### config.mk
export PLATFORM = sky130hd
export DESIGN_NAME = asac_top
export DESIGN_NICKNAME = d
export VERILOG_FILES = /design/src/rtl/asac_pkg.sv /design/src/rtl/asac_top.sv
export SDC_FILE = /design/constraint.sdc
export NUM_CORES = 1
export LEC_CHECK = 0
export BUFFER_PORTS_ARGS = -buffer_cell sky130_fd_sc_hd__buf_2
export CAP_MARGIN = 20
export CORE_MARGIN = 2
export CORE_UTILIZATION = 54
export DETAILED_ROUTE_END_ITERATION = 7
export GPL_TIMING_DRIVEN = 0
export PLACE_DENSITY = 0.83
export SLEW_MARGIN = 20
export SYNTH_ARGS = -nofsm -noshare
export SYNTH_HDL_FRONTEND = slang
export SYNTH_SLANG_ARGS = --single-unit
export TNS_END_PERCENT = 10
### constraint.sdc
create_clock -name pclk -period 3.5 [get_ports pclk]
set_input_delay 0.7 -clock pclk [delete_from_list [all_inputs] [get_ports pclk]]
set_output_delay 0.7 -clock pclk [all_outputs]
set_load 0.01 [all_outputs]
### src/rtl/asac_pkg.sv
// constants and types of the conversion abort and stop control
package asac_pkg;
    localparam logic [7:0] OFF_MODE_SELECT    = 8'h00;
    localparam logic [7:0] OFF_CHANNEL_SELECT = 8'h04;
    localparam logic [7:0] OFF_START_ADDRESS  = 8'h08;
    localparam logic [7:0] OFF_STATUS         = 8'h0c;
    localparam logic [7:0] OFF_IRQ_STATUS     = 8'h10;
    localparam logic [7:0] OFF_IRQ_MASK       = 8'h14;
    localparam logic [7:0] OFF_RESULT_BASE    = 8'h20;
    localparam int         NUM_CHANNELS       = 8;
    // start_address_reg fields
    localparam int BIT_CONVERT_ENABLE  = 4;
    localparam int BIT_SELECT_ADDR_EN  = 3;
    // status fields
    localparam int BIT_ST_CIP          = 0;
    localparam int BIT_ST_ALL_DONE     = 1;
    localparam int BIT_ST_OVERRUN      = 2;
    // irq status / mask fields
    localparam int BIT_IRQ_CONV_DONE   = 0;
    localparam int BIT_IRQ_SCAN_DONE   = 1;
    localparam int BIT_IRQ_OVERRUN     = 2;
    localparam int IRQ_BITS            = 3;
    // result word fields
    localparam int BIT_RES_VALID       = 10;
    localparam int BIT_RES_OVERRUN     = 11;
    // reset values
    localparam logic [1:0] RST_MODE_SELECT    = 2'h0;
    localparam logic [7:0] RST_CHANNEL_SELECT = 8'h00;
    localparam logic [2:0] RST_IRQ_MASK       = 3'h0;
    // mode encodings
    localparam logic [1:0] MODE_IDLE       = 2'h0;
    localparam logic [1:0] MODE_SINGLE     = 2'h1;
    localparam logic [1:0] MODE_SINGLE_SCAN = 2'h2;
    localparam logic [1:0] MODE_CONT_SCAN  = 2'h3;
    // timing
    localparam int CLK_PERIOD_NS       = 10;
    localparam int CONV_OSC_PERIOD_NS  = 80;
    localparam int CONV_OSC_CYCLES     = 14;
    localparam int SAMPLE_WINDOW_NS    = (3 * CONV_OSC_PERIOD_NS) / 2;
    localparam int SAMPLE_WINDOW_CYC   = SAMPLE_WINDOW_NS / CLK_PERIOD_NS;

    typedef enum logic [1:0] {
        ST_IDLE = 2'b01,
        ST_CONV = 2'b10
    } asac_state_t;

    typedef struct packed {
        logic       overrun;
        logic       valid;
        logic [9:0] data;
    } asac_result_t;
endpackage

### src/rtl/asac_top.sv
// conversion sequencer with abort, orderly stop and apb register file
//
// Behaviour
// - any write to mode_select_reg aborts the active conversion at once.
// - any write to channel_select_reg aborts the active conversion whatever the value.
// - a start_address_reg write with convert_enable or select_address_enable set aborts the active conversion.
// - a read of any result register aborts the active conversion.
// - writing zero to mode_select_reg acts as a full reset of the block.
// - each conversion takes its sample within the first one and a half oscillator cycles.
// - mode_select_reg resets to idle, and idle aborts conversions and releases the interrupt.
// - clearing convert_enable mid scan finishes the current channel and starts no other.
// - data_overrun_flag clears on a result read or a write to channel or mode select.
//
// Chosen here: the APB register port and the placing of the registers.
`timescale 1ns/1ns
module asac_top #(
    parameter int CONV_CYCLES = asac_pkg::CONV_OSC_CYCLES
) (
    input  wire logic        pclk,
    input  wire logic        presetn,
    input  wire logic        psel,
    input  wire logic        penable,
    input  wire logic        pwrite,
    input  wire logic [7:0]  paddr,
    input  wire logic [31:0] pwdata,
    output logic      [31:0] prdata,
    output logic             pready,
    output logic             pslverr,
    input  wire logic        conv_osc,
    input  wire logic [9:0]  conv_data,
    output logic             sample_strobe,
    output logic             conv_in_progress,
    output logic             irq
);
    localparam int NC = asac_pkg::NUM_CHANNELS;

    asac_pkg::asac_state_t state, next_state;
    logic [1:0]            mode_select_reg, next_mode_select_reg;
    logic [NC-1:0]         channel_select_reg, next_channel_select_reg;
    logic                  convert_enable, next_convert_enable;
    logic [2:0]            channel_pointer, next_channel_pointer;
    logic [NC-1:0]         done_mask, next_done_mask;
    logic                  all_done, next_all_done;
    logic [4:0]            osc_cnt, next_osc_cnt;
    asac_pkg::asac_result_t result [NC], next_result [NC];
    logic [2:0]            irq_status, next_irq_status;
    logic [2:0]            irq_mask, next_irq_mask;
    logic [31:0]           next_prdata;
    logic                  next_pready, next_pslverr, next_sample_strobe, next_irq;
    logic                  osc_s1, osc_s2, osc_s3;
    logic                  osc_rise;
    logic                  acc, wr, rd, hit_res, wr_msr, wr_csr, wr_sar, rd_res, abort, start;
    logic [2:0]            res_idx;

    assign osc_rise = osc_s2 & ~osc_s3;
    assign acc      = psel & penable & pready;
    assign wr       = acc & pwrite;
    assign rd       = acc & ~pwrite;
    assign hit_res  = (paddr >= asac_pkg::OFF_RESULT_BASE) && (paddr[1:0] == 2'h0)
                      && (paddr < asac_pkg::OFF_RESULT_BASE + 8'(4 * NC));
    assign res_idx  = 3'((paddr - asac_pkg::OFF_RESULT_BASE) >> 2);
    assign wr_msr   = wr && paddr == asac_pkg::OFF_MODE_SELECT;
    assign wr_csr   = wr && paddr == asac_pkg::OFF_CHANNEL_SELECT;
    assign wr_sar   = wr && paddr == asac_pkg::OFF_START_ADDRESS;
    assign rd_res   = rd && hit_res;
    assign abort    = wr_msr | wr_csr | rd_res
                      | (wr_sar & (pwdata[asac_pkg::BIT_CONVERT_ENABLE] | pwdata[asac_pkg::BIT_SELECT_ADDR_EN]));
    assign start    = wr_sar & pwdata[asac_pkg::BIT_CONVERT_ENABLE] & (mode_select_reg != asac_pkg::MODE_IDLE);

    // next selected channel after ch, wrapping; ch itself when nothing else is selected
    function automatic logic [2:0] next_active(input logic [2:0] ch, input logic [NC-1:0] sel);
        logic [2:0] r;
        logic       found;
        r = ch;
        found = 1'b0;
        for (int i = 1; i <= NC; i++) begin
            if (!found && sel[3'(ch + 3'(i))]) begin
                r = 3'(ch + 3'(i));
                found = 1'b1;
            end
        end
        return r;
    endfunction

    always_comb begin
        logic [NC-1:0] dm;
        dm = done_mask | (NC'(1) << channel_pointer);
        next_state              = state;
        next_mode_select_reg    = mode_select_reg;
        next_channel_select_reg = channel_select_reg;
        next_convert_enable     = convert_enable;
        next_channel_pointer    = channel_pointer;
        next_done_mask          = done_mask;
        next_all_done           = all_done;
        next_osc_cnt            = osc_cnt;
        next_result             = result;
        next_irq_status         = irq_status;
        next_irq_mask           = irq_mask;
        next_sample_strobe      = 1'b0;
        // conversion timing on the sampled oscillator
        if (state == asac_pkg::ST_CONV && osc_rise) begin
            next_osc_cnt = 5'(osc_cnt + 5'h1);
            if (osc_cnt == 5'h0) begin
                next_sample_strobe = 1'b1;
            end
            if (osc_cnt == 5'(CONV_CYCLES - 1)) begin
                next_osc_cnt = 5'h0;
                next_result[channel_pointer].data  = conv_data;
                next_result[channel_pointer].valid = 1'b1;
                next_irq_status[asac_pkg::BIT_IRQ_CONV_DONE] = 1'b1;
                if (result[channel_pointer].valid) begin
                    next_result[channel_pointer].overrun = 1'b1;
                    next_irq_status[asac_pkg::BIT_IRQ_OVERRUN] = 1'b1;
                end
                next_done_mask = dm;
                if ((dm & channel_select_reg) == channel_select_reg) begin
                    next_all_done = 1'b1;
                    next_irq_status[asac_pkg::BIT_IRQ_SCAN_DONE] = 1'b1;
                    if (mode_select_reg == asac_pkg::MODE_CONT_SCAN) begin
                        next_done_mask = '0;
                    end
                end
                if (!convert_enable || mode_select_reg == asac_pkg::MODE_SINGLE
                    || (mode_select_reg == asac_pkg::MODE_SINGLE_SCAN
                        && (dm & channel_select_reg) == channel_select_reg)) begin
                    next_state = asac_pkg::ST_IDLE;
                    next_convert_enable = 1'b0;
                end else begin
                    next_channel_pointer = next_active(channel_pointer, channel_select_reg);
                end
            end
        end
        // software writes and reads
        if (abort) begin
            next_state    = asac_pkg::ST_IDLE;
            next_osc_cnt  = 5'h0;
            next_convert_enable = 1'b0;
            for (int i = 0; i < NC; i++) begin
                next_result[i].valid = 1'b0;
            end
        end
        if (wr_msr) begin
            next_mode_select_reg = pwdata[1:0];
            for (int i = 0; i < NC; i++) begin
                next_result[i].overrun = 1'b0;
            end
            if (pwdata[1:0] == asac_pkg::MODE_IDLE) begin
                next_channel_select_reg = asac_pkg::RST_CHANNEL_SELECT;
                next_channel_pointer = 3'h0;
                next_done_mask = '0;
                next_all_done = 1'b0;
                next_irq_status = '0;
                next_irq_mask = asac_pkg::RST_IRQ_MASK;
                for (int i = 0; i < NC; i++) begin
                    next_result[i] = '0;
                end
            end
        end
        if (wr_csr) begin
            next_channel_select_reg = pwdata[NC-1:0];
            next_done_mask = '0;
            for (int i = 0; i < NC; i++) begin
                next_result[i].overrun = 1'b0;
            end
        end
        if (rd_res) begin
            next_result[res_idx].overrun = 1'b0;
        end
        if (wr_sar) begin
            if (pwdata[asac_pkg::BIT_SELECT_ADDR_EN]) begin
                next_channel_pointer = pwdata[2:0];
            end
            if (start) begin
                next_state = asac_pkg::ST_CONV;
                next_convert_enable = 1'b1;
                next_all_done = 1'b0;
            end else if (!pwdata[asac_pkg::BIT_CONVERT_ENABLE]) begin
                next_convert_enable = 1'b0;
            end
        end
        if (wr && paddr == asac_pkg::OFF_IRQ_MASK) begin
            next_irq_mask = pwdata[2:0];
        end
        // write one to clear; a new event in the same cycle wins only on a bit that was clear before
        if (wr && paddr == asac_pkg::OFF_IRQ_STATUS) begin
            next_irq_status = next_irq_status & ~(pwdata[2:0] & ~(next_irq_status & ~irq_status));
        end
        next_irq = (mode_select_reg != asac_pkg::MODE_IDLE) && |(irq_status & irq_mask);
    end

    // apb answer, one wait state
    always_comb begin
        next_pready  = psel & penable & ~pready;
        next_prdata  = 32'h0;
        next_pslverr = 1'b0;
        if (psel && penable && !pready) begin
            if (hit_res) begin
                next_prdata = 32'(result[res_idx]);
            end else begin
                case (paddr)
                    asac_pkg::OFF_MODE_SELECT:    next_prdata = 32'(mode_select_reg);
                    asac_pkg::OFF_CHANNEL_SELECT: next_prdata = 32'(channel_select_reg);
                    asac_pkg::OFF_START_ADDRESS:  next_prdata = 32'({convert_enable, 1'b0, channel_pointer});
                    asac_pkg::OFF_STATUS: begin
                        next_prdata[asac_pkg::BIT_ST_CIP]      = (state == asac_pkg::ST_CONV);
                        next_prdata[asac_pkg::BIT_ST_ALL_DONE] = all_done;
                        for (int i = 0; i < NC; i++) begin
                            next_prdata[asac_pkg::BIT_ST_OVERRUN] = next_prdata[asac_pkg::BIT_ST_OVERRUN]
                                                                    | result[i].overrun;
                        end
                    end
                    asac_pkg::OFF_IRQ_STATUS:     next_prdata = 32'(irq_status);
                    asac_pkg::OFF_IRQ_MASK:       next_prdata = 32'(irq_mask);
                    default:                      next_pslverr = 1'b1;
                endcase
            end
        end
    end

    always_ff @(posedge pclk or negedge presetn) begin
        if (!presetn) begin
            state              <= asac_pkg::ST_IDLE;
            mode_select_reg    <= asac_pkg::RST_MODE_SELECT;
            channel_select_reg <= asac_pkg::RST_CHANNEL_SELECT;
            convert_enable     <= 1'b0;
            channel_pointer    <= 3'h0;
            done_mask          <= '0;
            all_done           <= 1'b0;
            osc_cnt            <= 5'h0;
            for (int i = 0; i < NC; i++) begin
                result[i] <= '0;
            end
            irq_status         <= '0;
            irq_mask           <= asac_pkg::RST_IRQ_MASK;
            prdata             <= 32'h0;
            pready             <= 1'b0;
            pslverr            <= 1'b0;
            sample_strobe      <= 1'b0;
            conv_in_progress   <= 1'b0;
            irq                <= 1'b0;
            osc_s1             <= 1'b0;
            osc_s2             <= 1'b0;
            osc_s3             <= 1'b0;
        end else begin
            state              <= next_state;
            mode_select_reg    <= next_mode_select_reg;
            channel_select_reg <= next_channel_select_reg;
            convert_enable     <= next_convert_enable;
            channel_pointer    <= next_channel_pointer;
            done_mask          <= next_done_mask;
            all_done           <= next_all_done;
            osc_cnt            <= next_osc_cnt;
            result             <= next_result;
            irq_status         <= next_irq_status;
            irq_mask           <= next_irq_mask;
            prdata             <= next_prdata;
            pready             <= next_pready;
            pslverr            <= next_pslverr;
            sample_strobe      <= next_sample_strobe;
            conv_in_progress   <= (next_state == asac_pkg::ST_CONV);
            irq                <= next_irq;
            osc_s1             <= conv_osc;
            osc_s2             <= osc_s1;
            osc_s3             <= osc_s2;
        end
    end

    chk_msr_abort: assert property (@(posedge pclk) disable iff (!presetn)
        wr_msr |=> state == asac_pkg::ST_IDLE && !convert_enable) else $error("mode write did not abort");
    chk_csr_abort: assert property (@(posedge pclk) disable iff (!presetn)
        wr_csr |=> state == asac_pkg::ST_IDLE ##1 !conv_in_progress) else $error("channel write did not abort");
    chk_sar_abort: assert property (@(posedge pclk) disable iff (!presetn)
        wr_sar && pwdata[asac_pkg::BIT_SELECT_ADDR_EN] && !pwdata[asac_pkg::BIT_CONVERT_ENABLE]
        |=> state == asac_pkg::ST_IDLE && result[0].valid == 1'b0) else $error("address write did not abort");
    chk_read_abort: assert property (@(posedge pclk) disable iff (!presetn)
        rd_res |=> state == asac_pkg::ST_IDLE && result[$past(res_idx)].overrun == 1'b0)
        else $error("result read did not abort");
    chk_zero_reset: assert property (@(posedge pclk) disable iff (!presetn)
        wr_msr && pwdata[1:0] == 2'h0 |=> channel_select_reg == 8'h00 && irq_status == 3'h0 ##1 !irq)
        else $error("zero mode write not a reset");
    chk_sample_win: assert property (@(posedge pclk) disable iff (!presetn)
        state == asac_pkg::ST_CONV && osc_rise && osc_cnt == 5'h0 && !abort |=> sample_strobe)
        else $error("sample not taken at first oscillator edge");
    chk_idle_irq: assert property (@(posedge pclk) disable iff (!presetn)
        mode_select_reg == asac_pkg::MODE_IDLE |=> !irq) else $error("interrupt active in idle");
    chk_stop_end: assert property (@(posedge pclk) disable iff (!presetn)
        state == asac_pkg::ST_CONV && !convert_enable && osc_rise && osc_cnt == 5'(CONV_CYCLES - 1)
        && !wr_sar && !wr_msr
        |=> state == asac_pkg::ST_IDLE && $stable(channel_pointer)) else $error("scan went on after stop");
    chk_no_resume: assert property (@(posedge pclk) disable iff (!presetn)
        state == asac_pkg::ST_IDLE && !start |=> state == asac_pkg::ST_IDLE) else $error("sequencer resumed");
endmodule

# After elaboration in Yosys (flattened, before gate mapping)
# Index checks and enable logic that the tools add are counted.
dict set report word_totals {
  ff_bits 172
  in_bits 56
  out_inout_bits 37
  word_cells 311
}
dict set report classes {
  addsub 9
  order_cmp 14
  n_eq_ne 12
  n_shift 1
  muxes 151
  n_bitwise 34
  reduce_logical 47
}
# cell n
set ops {}
lappend ops {{$mux 96} 5}
lappend ops {{$bwmux 96} 4}
lappend ops {{$demux 12 s3} 4}
lappend ops {{$mux 95} 1}
lappend ops {{$mux 8} 10}
lappend ops {{$mux 1} 73}
lappend ops {{$bmux 12 s3} 2}
lappend ops {{$mux 12} 6}
lappend ops {{$mux 3} 23}
lappend ops {{$mux 11} 3}
lappend ops {{$lt 3x4->1 const B} 8}
lappend ops {{$bmux 1 s3} 8}
lappend ops {{$logic_and 1x1->1} 22}
lappend ops {{$pmux 3 s6} 1}
lappend ops {{$eq 8x4->1 const B} 2}
lappend ops {{$eq 8x5->1 const B} 2}
lappend ops {{$mux 5} 3}
lappend ops {{$add 3x3->3 const B} 4}
lappend ops {{$and 3x3->3} 4}
lappend ops {{$mux 2} 6}
lappend ops {{$reduce_bool 2->1} 6}
lappend ops {{$or 1x1->1} 11}
lappend ops {{$mux 10} 1}
lappend ops {{$pmux 5 s2} 1}
lappend ops {{28 further kinds} 58}

# Logic depth before layout (Yosys ltp)
# Gate-level depths: netlist of run 1.
dict set report depth {
  ltp_word 55
  ltp_mapped 13
  mapped_depth_nobuf 9
}

# Worst setup path before layout of run 1
# No wires, ideal clock.
dict set report synth_path {
  path_kind {flip-flop to flip-flop}
  start {register channel_pointer[1]}
  end {register channel_pointer[0]}
  setup_ns 0.121
  arrival_ns 3.135
  t_required_ns 3.379
  path_slack_ns 0.244
  stages_incl_launch_ff 13
  synth_period_minus_slack_ns 3.256
  cell_sequence {dfrtp_1 clkbuf_1 inv_1 ha_1 buf_4 buf_6 mux4_2 mux2i_2 and3_4 nor3b_4 nor4_2 xnor2_1 a22o_1}
}
dict set report synth_via {
  elab_chain_len 53
  word_cells_on_any_way 86
  classes_between {add/sub (7); eq/ne (1); shift (1); mux (59); bitwise (2); reduce/logical (16)}
}
# item line_no
set synth_rtl {}
lappend synth_rtl {{from (decl)} asac_top.sv:41} ;# logic [2:0] channel_pointer, next_channel_pointer;
lappend synth_rtl {{from (signal assigned)} asac_top.sv:249} ;# channel_pointer <= next_channel_pointer;
lappend synth_rtl {{$add 3x1->3} asac_top.sv:77} ;# if (!found && sel[3'(ch + 3'(i))]) begin
lappend synth_rtl {{$bmux 1 s3} asac_top.sv:77}
lappend synth_rtl {{$mux 1 (not written as such)} asac_top.sv:77}
lappend synth_rtl {{$mux 1} asac_top.sv:77}
lappend synth_rtl {{$mux 1} asac_top.sv:123} ;# if (!convert_enable || mode_select_reg == asac_pkg::MODE_SINGLE
lappend synth_rtl {{$mux 1} asac_top.sv:106} ;# if (osc_cnt == 5'(CONV_CYCLES - 1)) begin
lappend synth_rtl {{$mux 1} asac_top.sv:101} ;# if (state == asac_pkg::ST_CONV && osc_rise) begin
lappend synth_rtl {{$logic_not 1->1} asac_top.sv:77}
lappend synth_rtl {{[38 not listed]} n/a}
lappend synth_rtl {{$mux 3 (*)} asac_top.sv:123}
lappend synth_rtl {{$mux 3 (*)} asac_top.sv:106}
lappend synth_rtl {{$mux 3 (*)} asac_top.sv:101}
lappend synth_rtl {{$mux 3} asac_top.sv:147} ;# if (pwdata[1:0] == asac_pkg::MODE_IDLE) begin
lappend synth_rtl {{$mux 3 (*)} asac_top.sv:142} ;# if (wr_msr) begin
lappend synth_rtl {{$mux 3} asac_top.sv:170} ;# if (pwdata[asac_pkg::BIT_SELECT_ADDR_EN]) begin
lappend synth_rtl {{$mux 3 (*)} asac_top.sv:169} ;# if (wr_sar) begin
lappend synth_rtl {{via next_channel_pointer[0]} asac_top.sv:41}
# Mark *: on every way through the listed nets, which the timed path passes. The rest lies on a longest branch. The select of a mux whose other input is x is not followed.
# A chain may end at the register's enable or synchronous reset.

# Worst setup path in the final report of run 1
# Ends and elaborated chain as after synthesis.

==> results of run 1 <==
## through the flow
step	setup TNS, ns	total power [mW]	hold WS (ns)	worst slack (ns)
2_1_floorplan	0	1.96	0.331	0.244
3_3_place_gp	-69.58	2.05	0.335	-0.470
3_5_place_dp	-0.976	2.06	0.336	-0.369
4_1_cts	0	3.80	0.260	0.0176
5_1_grt	0	3.90	0.288	0.0295
6_report	0	3.81	0.228	0.145
## kinds of logic (layout without fill, tap and decap cells)
kind of cell / count (synthesis) / in the layout
simple gates: 306 / 306
flops: 152 / 152
compound gates: 146 / 146
mux: 112 / 112
buf+inv: 102 / 170
fa+ha+maj: 14 / 14
xor+xnor: 2 / 2
other cells: 1 / 21
## what timing repair did
action                                  CTS  global route
cloned                                    0             0
resized for setup                         4             6
endpoints found under the hold margin     0             0
endpoints found under the setup margin    3             3
## routing by layer
layer  routed length (µm)  share of wire [%]  GRT usage, %  vias to the layer above
met1                 9090                 38          37.3                     3468
met2                11100                 47          45.3                      471
met5                    0                  0             0                        -
met3                 2570                 11          9.14                       96
met4                  919                3.9          14.4                        0
li1                     -                  -             -                     3075
## cell usage in the layout (no fill, tap or decap), drive strengths merged, types with 2 or more instances in the layout
cell type  count
a31oi          7
clkinvlp       2
a41oi          3
nand3         12
dfrtp        151
mux2          10
and2           4
nand3b         2
a2bb2oi        2
a211oi         6
o211ai         4
nor3           7
and3          12
clkbuf        58
mux2i         58
mux4          44
nand2        129
nor2b          7
conb          20
a32oi          2
nor2         103
a22o           3
o21ai         18
clkinv         6
xnor2          2
or3            3
a221oi         3
nand4          2
a21o           2
o31ai          2
nor3b          4
buf           84
nor4           8
nand2b         7
o22ai          2
a21oi         75
ha            14
a311oi         7
o311ai         2
inv           19
## final cells by class
cell class | count | area share, %
Buffer | 87 | 4.87
Clock buffer | 19 | 4.58
Clock inverter | 13 | 1.22
Antenna cell | 1 | 0.0259
Timing Repair Buffer | 36 | 2.20
Multi-Input combinational cell | 600 | 44.5
Sequential cell | 152 | 39.3
Inverter | 15 | 0.608
Tap cell | 211 | 2.73
## critical path: stages, from the launching register on
cell and delay (ns):
dfrtp_1 0.47, buf_6 0.20, inv_1 0.16, ha_1 0.31
buf_4 0.16, buf_6 0.17, mux4_2 0.54, mux2i_4 0.27
and3_4 0.24, nor3b_4 0.25, nor4_2 0.09, xnor2_1 0.14
a22o_1 0.21
## final timing paths
| check | cells after the start | startpoint | to |
|---|---|---|---|
| max | 12 | channel_pointer[1] | channel_pointer[0] |
| min | 1 | presetn | pready |
| max reg2reg | 12 | channel_pointer[1] | channel_pointer[0] |
| min reg2reg | 0 | osc_s1 | osc_s2 |
| max in group asynchronous | 2 | presetn | state[0] |
| min in group pclk | 0 | osc_s1 | osc_s2 |
## power by group
part           leakage [nW]  switching (mW)  internal (mW)
Combinational          2.25           0.150         0.0905
Sequential             1.77          0.0172           1.78
Clock                 0.274           0.775           1.00
Total                  4.29           0.942           2.87
==> impl_results.md, run 1 <==
- Outcome: finished clean
- Largest area contributor in the netlist: dfrtp_1
- Chip height: 130 µm
- Most common cell in the netlist: dfrtp_1
- Worst Skew: 0.0119 ns
- Multi-input logic area: 0.00430 mm²
- Leakage power: 4.29 nW
- Worst Hold Class: primary input to async pin
- Register-to-Register Setup Slack: 0.14 ns
- DR vias: 7,110
- Synth Area in Simple Gates: 16.2%
- FFs w/ async S/R, synth: 100%
- CP Data Required Time: 3.82 ns
- Number of max-cap violations: 0
- Largest net degree at the start of global routing: 80
- Detailed Place HPWL: 15,800 µm
- Port Buffers: 35
- Die Wd: 130 µm
- CP Class: flip-flop to flip-flop
- Placed cell areas: 0.00909 mm²
- Core area: 0.0153 mm²
- Mux cell area share after synthesis: 20.2%
- Gpl congestion: 0.964
- Worst IR Drop VDD: 0.374 mV
- CTS max path bufs: 2
- Most common library cells after synthesis: 151 x dfrtp_1, 129 x nand2_1, 103 x nor2_1
- Post-CTS Setup Inserts: 0
- Synth-to-Final Area Change: 13.3%
- # H-tree levels: 4
- Unique masters post-synth: 68
- Routed wire length: 23,700 µm
- Vias in the first global route: 7,036
- Share of layout cells above drive strength 1: 18.4%
- Arrival @ worst endpoint: 3.67 ns
- Starting density of the core: 55.8%
- Initial antenna violation count: 1
- Min Tclk post-route: 3.36 ns
- Number of clock sinks: 152
- Adder-Cell Fraction of Synth Area: 2.05%
- Final Util: 63.2%
- Max reg flops: 96
- Mapped Area: 0.00854 mm²
- Ys flop type: dfrtp_1
- Vias per Instance: 6.27
- Root Buffer Master: clkbuf_16
- Synth warn: 0
- NumNets Final: 979
- CTS tree: built
- Cells after DPL: 1,101
- Worst-Margin Slew: 0.943 ns
- First-pass GRT wire length: 37,200 µm
- DRT iter0 DRCs: 728
- Final slew viol count: 0
- Drc violations: 0
- Biggest register: result
- Largest family of logic cells by synthesized area: multiplexers
- Std-Cell Rows: 45
- Post-route cell area: 0.00968 mm²
- Synth Area in Compound Gates: 10.7%
- WL/cell: 20.9 µm
- GRT overflow: 0
- Final setup viols: 0
- Number of synthesized register bits: 152
- Synth Area in XOR/XNOR: 0.205%
- Slew headroom: 37.0%
- Post-synth top area share: 44.2%
- # fillers: 1,201
- Crit-path max FO: 10
- Synthesized area per cell: 10.2 µm²
- Max Clock Freq: 298 MHz
- DIE AREA: 0.0168 mm²
- Top Registers: result: 96 flops, prdata: 12 flops
- DR pass1 iterations: 5
- Total Routing Usage GR: 29.1%
- Final hold vios: 0
- Crit end category: flip-flop
- Clk Latency, worst-skew pair: 0.43 ns
- Worst-path clk slew: 0.07 ns
- Post-CTS Hold Buffers: 0
- Power Density: 394 mW/mm²
- RSZ-0062 raised after global routing: false
- Final worst path period share: 95.9%
- Top post-synthesis cells by area: dfrtp_1 44%, mux4_2 9.8%, mux2i_1 6.4%
- Crit path launch type: flip-flop
- Post-synth EDFFs: 0
- Non-Filler Instances: 1,134
- Gate Count Post-Synth: 835
- Post-synthesis sequential area ratio: 44.6%
- Register Area: 0.00380 mm²
- Boundary Pins: 93
- Total CTS buffers: 17
- Post-route ant nets: 0
Note: power is estimated with default switching activity, not from simulation.
==> run 2, diff against run 1 <==
- CORE_MARGIN: 2 -> 3
- RECOVER_POWER: unset -> 50
==> run 2 against run 1 <==
Against the previous run:
- the flow now finishes with violations (capacitance limit, slew limit)
- sequential share of layout area down 0.24 points
- largest power group is now the clock network
- non-clock buffer count stayed put
- clock power grew 13%
==> impl_results.md, run 2 (same netlist as run 1, synthesis figures left out) <==
- Starting density of the core: 55.8% (unchanged)
- CP Class: flip-flop to flip-flop
- Post-route cell area: 0.00974 mm² (+0.61%)
- DRT iter0 DRCs: 958 (+32%)
- Dpl ws: -0.357 ns (+0.0123 ns)
- Post-CTS Setup Inserts: 0 (unchanged)
- DIE AREA: 0.0174 mm² (+3.1%)
- Max reg flops: 96 (unchanged)
- # H-tree levels: 4 (unchanged)
- First-pass GRT wire length: 37,300 µm (+0.35%)
- Synth-to-Final Area Change: 14.0%
- Final setup viols: 0 (unchanged)
- Worst-path clk slew: 0.07 ns (about the same)
- Worst IR Drop VDD: 0.460 mV (+23%)
- WL/cell: 21.2 µm (+1.8%)
- Worst-Margin Slew: 2.95 ns (+2.01 ns)
- Post_cts resized: 3 (-1)
- Switch share: 24.8% (+0.11 points)
- Sequential Power Share: 44.3% (-2.8 points)
- Commonest non-fill, non-tap cells in the layout: 151 x dfrtp_1, 129 x nand2_1, 103 x nor2_1, 75 x a21oi_1, 55 x mux2i_1
- Top Registers: result: 96 flops, prdata: 12 flops
- Most common cell after layout, fill and taps aside: dfrtp_1
- Setup WS post-layout: 0.161 ns (+0.0157 ns)
- Vias in the first global route: 6,754 (-4.0%)
- Power Density: 416 mW/mm² (+5.6%)
- Min Tclk post-route: 3.34 ns (-0.0157 ns)
- CP Data Required Time: 3.82 ns (about the same)
- Port Buffers: 35 (unchanged)
- Total Routing Usage GR: 27.5% (-1.6 points)
- Crit path launch type: flip-flop
- Leakage power: 4.31 nW (+0.56%)
- Worst Skew: 0.0115 ns (-0.000395 ns)
- NumNets Final: 979 (unchanged)
- Placed cell areas: 0.00909 mm² (unchanged)
- # fillers: 1,162 (-3.2%)
- Int Power: 3.05 mW (+6.1%)
- Clk Latency, worst-skew pair: 0.44 ns (about the same)
- GRT overflow: 0 (unchanged)
- Final hold vios: 0 (unchanged)
- Share of layout cells above drive strength 1: 18.2% (-0.22 points)
- Number of max-cap violations: 1 (+1)
- CTS tree: built
- Boundary Pins: 93 (unchanged)
- DR pass1 iterations: 7 (+2)
- # diodes: 0 (-1)
- Clock share of power: 49.7% (+3.1 points)
- Post-CTS Hold Buffers: 0 (unchanged)
- Die Wd: 132 µm (+1.5%)
- RSZ-0062 raised after global routing: false
- Core area: 0.0153 mm² (unchanged)
- CTS max path bufs: 2 (unchanged)
- Post-route ant nets: 0 (unchanged)
- Drc violations: 0 (unchanged)
- Final worst path period share: 95.4% (-0.45 points)
- Hold WS: 0.348 ns (+0.120 ns)
- Chip height: 132 µm (+1.5%)
- Crit end category: flip-flop
- Biggest register: result
- Number of clock sinks: 152 (unchanged)
- Gpl congestion: 0.954 (-1.0%)
- Largest net degree at the start of global routing: 101 (+26%)
- Std-Cell Rows: 45 (unchanged)
- Max Clock Freq: 299 MHz (+0.47%)
- Sw Pwr: 1.01 mW (+6.7%)
- Total CTS buffers: 17 (unchanged)
- Root Buffer Master: clkbuf_16
- Final slew viol count: 53 (+53)
- Worst Hold Class: flip-flop to flip-flop
- Violated checks: capacitance limit, slew limit
- Outcome: finished, violations left
- Routed wire length: 24,000 µm (+1.7%)
- Crit-path max FO: 11 (+1)
- Vias per Instance: 6.26 (-0.14%)
- Comb pwr share: 6.0% (-0.3 points)
- Initial antenna violation count: 0 (-1)
- Setup_tns: 0 ns (unchanged)
- Arrival @ worst endpoint: 3.66 ns (about the same)
- DR vias: 7,094 (-0.23%)
- Detailed Place HPWL: 16,000 µm (+0.73%)
- Slew headroom: -96.7% (-130 points)
[run 2: cell count changes in the layout (fill, tap and decap cells not counted), moves of 2 or more]
cell	change
inv_8	+5
clkinv_2	-4
clkbuf_1	+2
bufinv_16	+2
buf_2	-2
[run 2: worst max-delay path, stage by stage, from the launching register on]
cell and delay (ns):
dfrtp_1 0.41, buf_6 0.19, buf_12 0.16, inv_4 0.09
ha_1 0.28, buf_4 0.16, buf_6 0.17, mux4_2 0.54
mux2i_4 0.28, and3_4 0.25, nor3b_4 0.23, nor4_2 0.09
xnor2_1 0.14, a22o_1 0.21
[run 2: power by group through the flow]
stage | logic (mW) | registers, mW | clock network, mW
2_1_floorplan | 0.141 | 1.82 | 0
3_3_place_gp | 0.228 | 1.83 | 0
3_5_place_dp | 0.237 | 1.83 | 0
4_1_cts | 0.239 | 1.80 | 2.03
5_1_grt | 0.263 | 1.80 | 2.11
6_report | 0.242 | 1.80 | 2.01
[run 2: layout make-up]
| class | instances | area [µm²] | share of cell area (%) |
|---|---|---|---|
| Clock buffer | 18 | 439 | 4.51 |
| Tap cell | 211 | 264 | 2.71 |
| Multi-Input combinational cell | 600 | 4300 | 44.1 |
| Clock inverter | 14 | 205 | 2.11 |
| Buffer | 87 | 472 | 4.84 |
| Inverter | 15 | 58.8 | 0.604 |
| Timing Repair Buffer | 36 | 199 | 2.04 |
| Sequential cell | 152 | 3800 | 39.1 |
[run 2: per-layer routing]
layer / routed length [µm] / vias up / GRT usage, %
met5: 0 / - / 0
met3: 2690 / 85 / 8.21
met2: 11300 / 503 / 42.7
li1: - / 3075 / -
met4: 912 / 0 / 12.1
met1: 9150 / 3431 / 36.4
[run 2: metrics by stage]
stage          power (mW)  instances  util (%)
4_1_cts              4.06       1133      63.6
3_3_place_gp         2.05       1100      59.1
2_1_floorplan        1.96        854         -
6_report             4.05       1133      63.6
3_5_place_dp         2.06       1101      59.3
5_1_grt              4.17       1133      63.6
[run 2: worst paths after layout]
| kind | startpoint | end | slack, ns | depth (start not counted) |
|---|---|---|---|---|
| hold reg to reg | osc_s1 | osc_s2 | 0.35 | 0 |
| max in group asynchronous | presetn | result[8] | 0.62 | 1 |
| hold / removal | osc_s1 | osc_s2 | 0.35 | 0 |
| setup / recovery | channel_pointer[0] | channel_pointer[0] | 0.16 | 13 |
| setup reg to reg | channel_pointer[0] | channel_pointer[0] | 0.16 | 13 |
| min in group asynchronous | presetn | prdata[1] | 1.23 | 1 |
==> run 3, diff against run 2 <==
- CTS_BUF_LIST: unset -> sky130_fd_sc_hd__clkbuf_16
==> run 3 against run 2 <==
Against the previous run:
- the flow still finishes with violations (capacitance limit, slew limit)
- sequential cell count is the same
- register-to-register slack about the same
- non-clock buffer count unchanged
- clock power barely moved
- via count increased by 0.52%
- global-route usage down 0.25 points
- fmax up 0.14%
- worst hold slack is essentially flat
- largest cell class unchanged
- highest routed layer unchanged
==> impl_results.md, run 3 (same netlist as run 1, synthesis figures left out) <==
- Post-CTS Hold Buffers: 0 (unchanged)
- Total CTS buffers: 17 (unchanged)
- Leakage power: 4.31 nW (-0.13%)
- Worst-path clk slew: 0.07 ns (about the same)
- First-pass GRT wire length: 37,000 µm (-0.76%)
- Crit-path max FO: 11 (unchanged)
- Starting density of the core: 55.8% (unchanged)
- Max Clock Freq: 300 MHz (+0.14%)
- Initial antenna violation count: 0 (unchanged)
- WL/cell: 20.9 µm (-1.4%)
- # diodes: 0 (unchanged)
- Largest net degree at the start of global routing: 101 (unchanged)
- CP Data Required Time: 3.82 ns (about the same)
- Gpl congestion: 0.954 (unchanged)
- Worst-Margin Slew: 2.98 ns (+0.0273 ns)
- Slew headroom: -98.5% (-1.8 points)
- Post-route cell area: 0.00973 mm² (-0.10%)
- Std-Cell Rows: 45 (unchanged)
- Pwr Total: 4.03 mW (-0.55%)
- Synth-to-Final Area Change: 13.9%
- Commonest non-fill, non-tap cells in the layout: 151 x dfrtp_1, 129 x nand2_1, 103 x nor2_1, 75 x a21oi_1, 55 x mux2i_1
- Chip height: 132 µm (unchanged)
- Most common cell after layout, fill and taps aside: dfrtp_1
- # fillers: 1,164 (+0.17%)
- Final worst path period share: 95.3% (-0.14 points)
- Detailed Place HPWL: 16,000 µm (unchanged)
- Number of max-cap violations: 1 (unchanged)
- Hold WS: 0.348 ns (-0.0000160 ns)
- Die Wd: 132 µm (unchanged)
- Outcome: finished, violations left
- Final slew viol count: 53 (unchanged)
- Crit end category: flip-flop
- DR pass1 iterations: 5 (-2)
- Number of clock sinks: 152 (unchanged)
- Final setup viols: 0 (unchanged)
- Boundary Pins: 93 (unchanged)
- Share of layout cells above drive strength 1: 18.1% (-0.11 points)
- Post-CTS Setup Inserts: 0 (unchanged)
- Multi-input logic area: 0.00430 mm² (unchanged)
- Register Area: 0.00380 mm² (unchanged)
- DR vias: 7,131 (+0.52%)
- Arrival @ worst endpoint: 3.66 ns (about the same)
- Violated checks: capacitance limit, slew limit
- Drc violations: 0 (unchanged)
- Port Buffers: 35 (unchanged)
- GRT overflow: 0 (unchanged)
- DIE AREA: 0.0174 mm² (unchanged)
- Min Tclk post-route: 3.33 ns (-0.00480 ns)
- CTS tree: built
- Worst Hold Class: flip-flop to flip-flop
- Placed cell areas: 0.00909 mm² (unchanged)
- # H-tree levels: 4 (unchanged)
- Crit path launch type: flip-flop
- Clk Latency, worst-skew pair: 0.44 ns (about the same)
- Biggest register: result
- RSZ-0062 raised after global routing: false
- CP Class: flip-flop to flip-flop
- Final Util: 63.5% (-0.065 points)
- Top Registers: result: 96 flops, prdata: 12 flops
- Core area: 0.0153 mm² (unchanged)
- Power Density: 414 mW/mm² (-0.45%)
- Root Buffer Master: clkbuf_16
- Post-route ant nets: 0 (unchanged)
- NumNets Final: 979 (unchanged)
- CTS max path bufs: 2 (unchanged)
- Routed wire length: 23,700 µm (-1.4%)
- Final hold vios: 0 (unchanged)
- Total Routing Usage GR: 27.3% (-0.25 points)
- Vias per Instance: 6.29 (+0.52%)
- DRT iter0 DRCs: 910 (-5.0%)
- Vias in the first global route: 6,712 (-0.62%)
- Worst Skew: 0.0122 ns (+0.000691 ns)
- Max reg flops: 96 (unchanged)
- Worst IR Drop VDD: 0.468 mV (+1.9%)
-- run 3: cell count changes in the layout (fill, tap and decap cells not counted) --
cell | before | now
clkinv_1 | 0 | 1
clkbuf_8 | 1 | 0
-- run 3: worst paths after layout --
check	startpoint	end	cells past startpoint	slack (ns)
worst max-delay path	channel_pointer[0]	channel_pointer[0]	13	0.17
worst min-delay path	osc_s1	osc_s2	0	0.35
worst max register to register	channel_pointer[0]	channel_pointer[0]	13	0.17
worst min register to register	osc_s1	osc_s2	0	0.35
max in group asynchronous	presetn	result[20]	1	0.59
min in group asynchronous	presetn	prdata[1]	1	1.24
-- run 3: final cells by class --
cell class	count	share of cell area [%]
clock buffer	17	4.37
buffer	87	4.85
multi-input combinational	600	44.2
clock inverter	15	2.15
sequential	152	39.1
timing repair buffer	36	2.05
inverter	15	0.605
tap	211	2.71
-- run 3: what timing repair did --
item | in CTS | in global routing
gates resized for setup | 3 | 7
pin swaps | 0 | 0
setup endpoints to repair | 3 | 3
-- run 3: through the flow --
step	std cells	setup TNS [ns]	worst slack (ns)
finish	1133	0	0.165
global placement	1100	-75.11	-0.505
floorplan	854	0	0.244
global route	1133	0	0.0188
CTS	1133	0	0.0105
detailed placement	1101	-0.930	-0.357
-- run 3: power by group --
part / internal (mW) / switching, mW
clock network: 1.16 / 0.837
registers: 1.78 / 0.0174
logic: 0.0895 / 0.151
total: 3.02 / 1.01
-- run 3: metal layers --
layer / routed length (µm) / track usage, %
met3: 2820 / 8.17
met1: 8770 / 36.0
met2: 11000 / 42.3
met4: 1080 / 11.9
met5: 0 / 0
-- run 3: critical path, stage by stage (launching register included) --
cell,delay [ns]
dfrtp_1,0.41
buf_6,0.19
buf_12,0.16
inv_4,0.09
ha_1,0.28
buf_4,0.16
buf_6,0.17
mux4_2,0.54
mux2i_4,0.27
and3_4,0.25
nor3b_4,0.23
nor4_2,0.09
xnor2_1,0.14
a22o_1,0.22
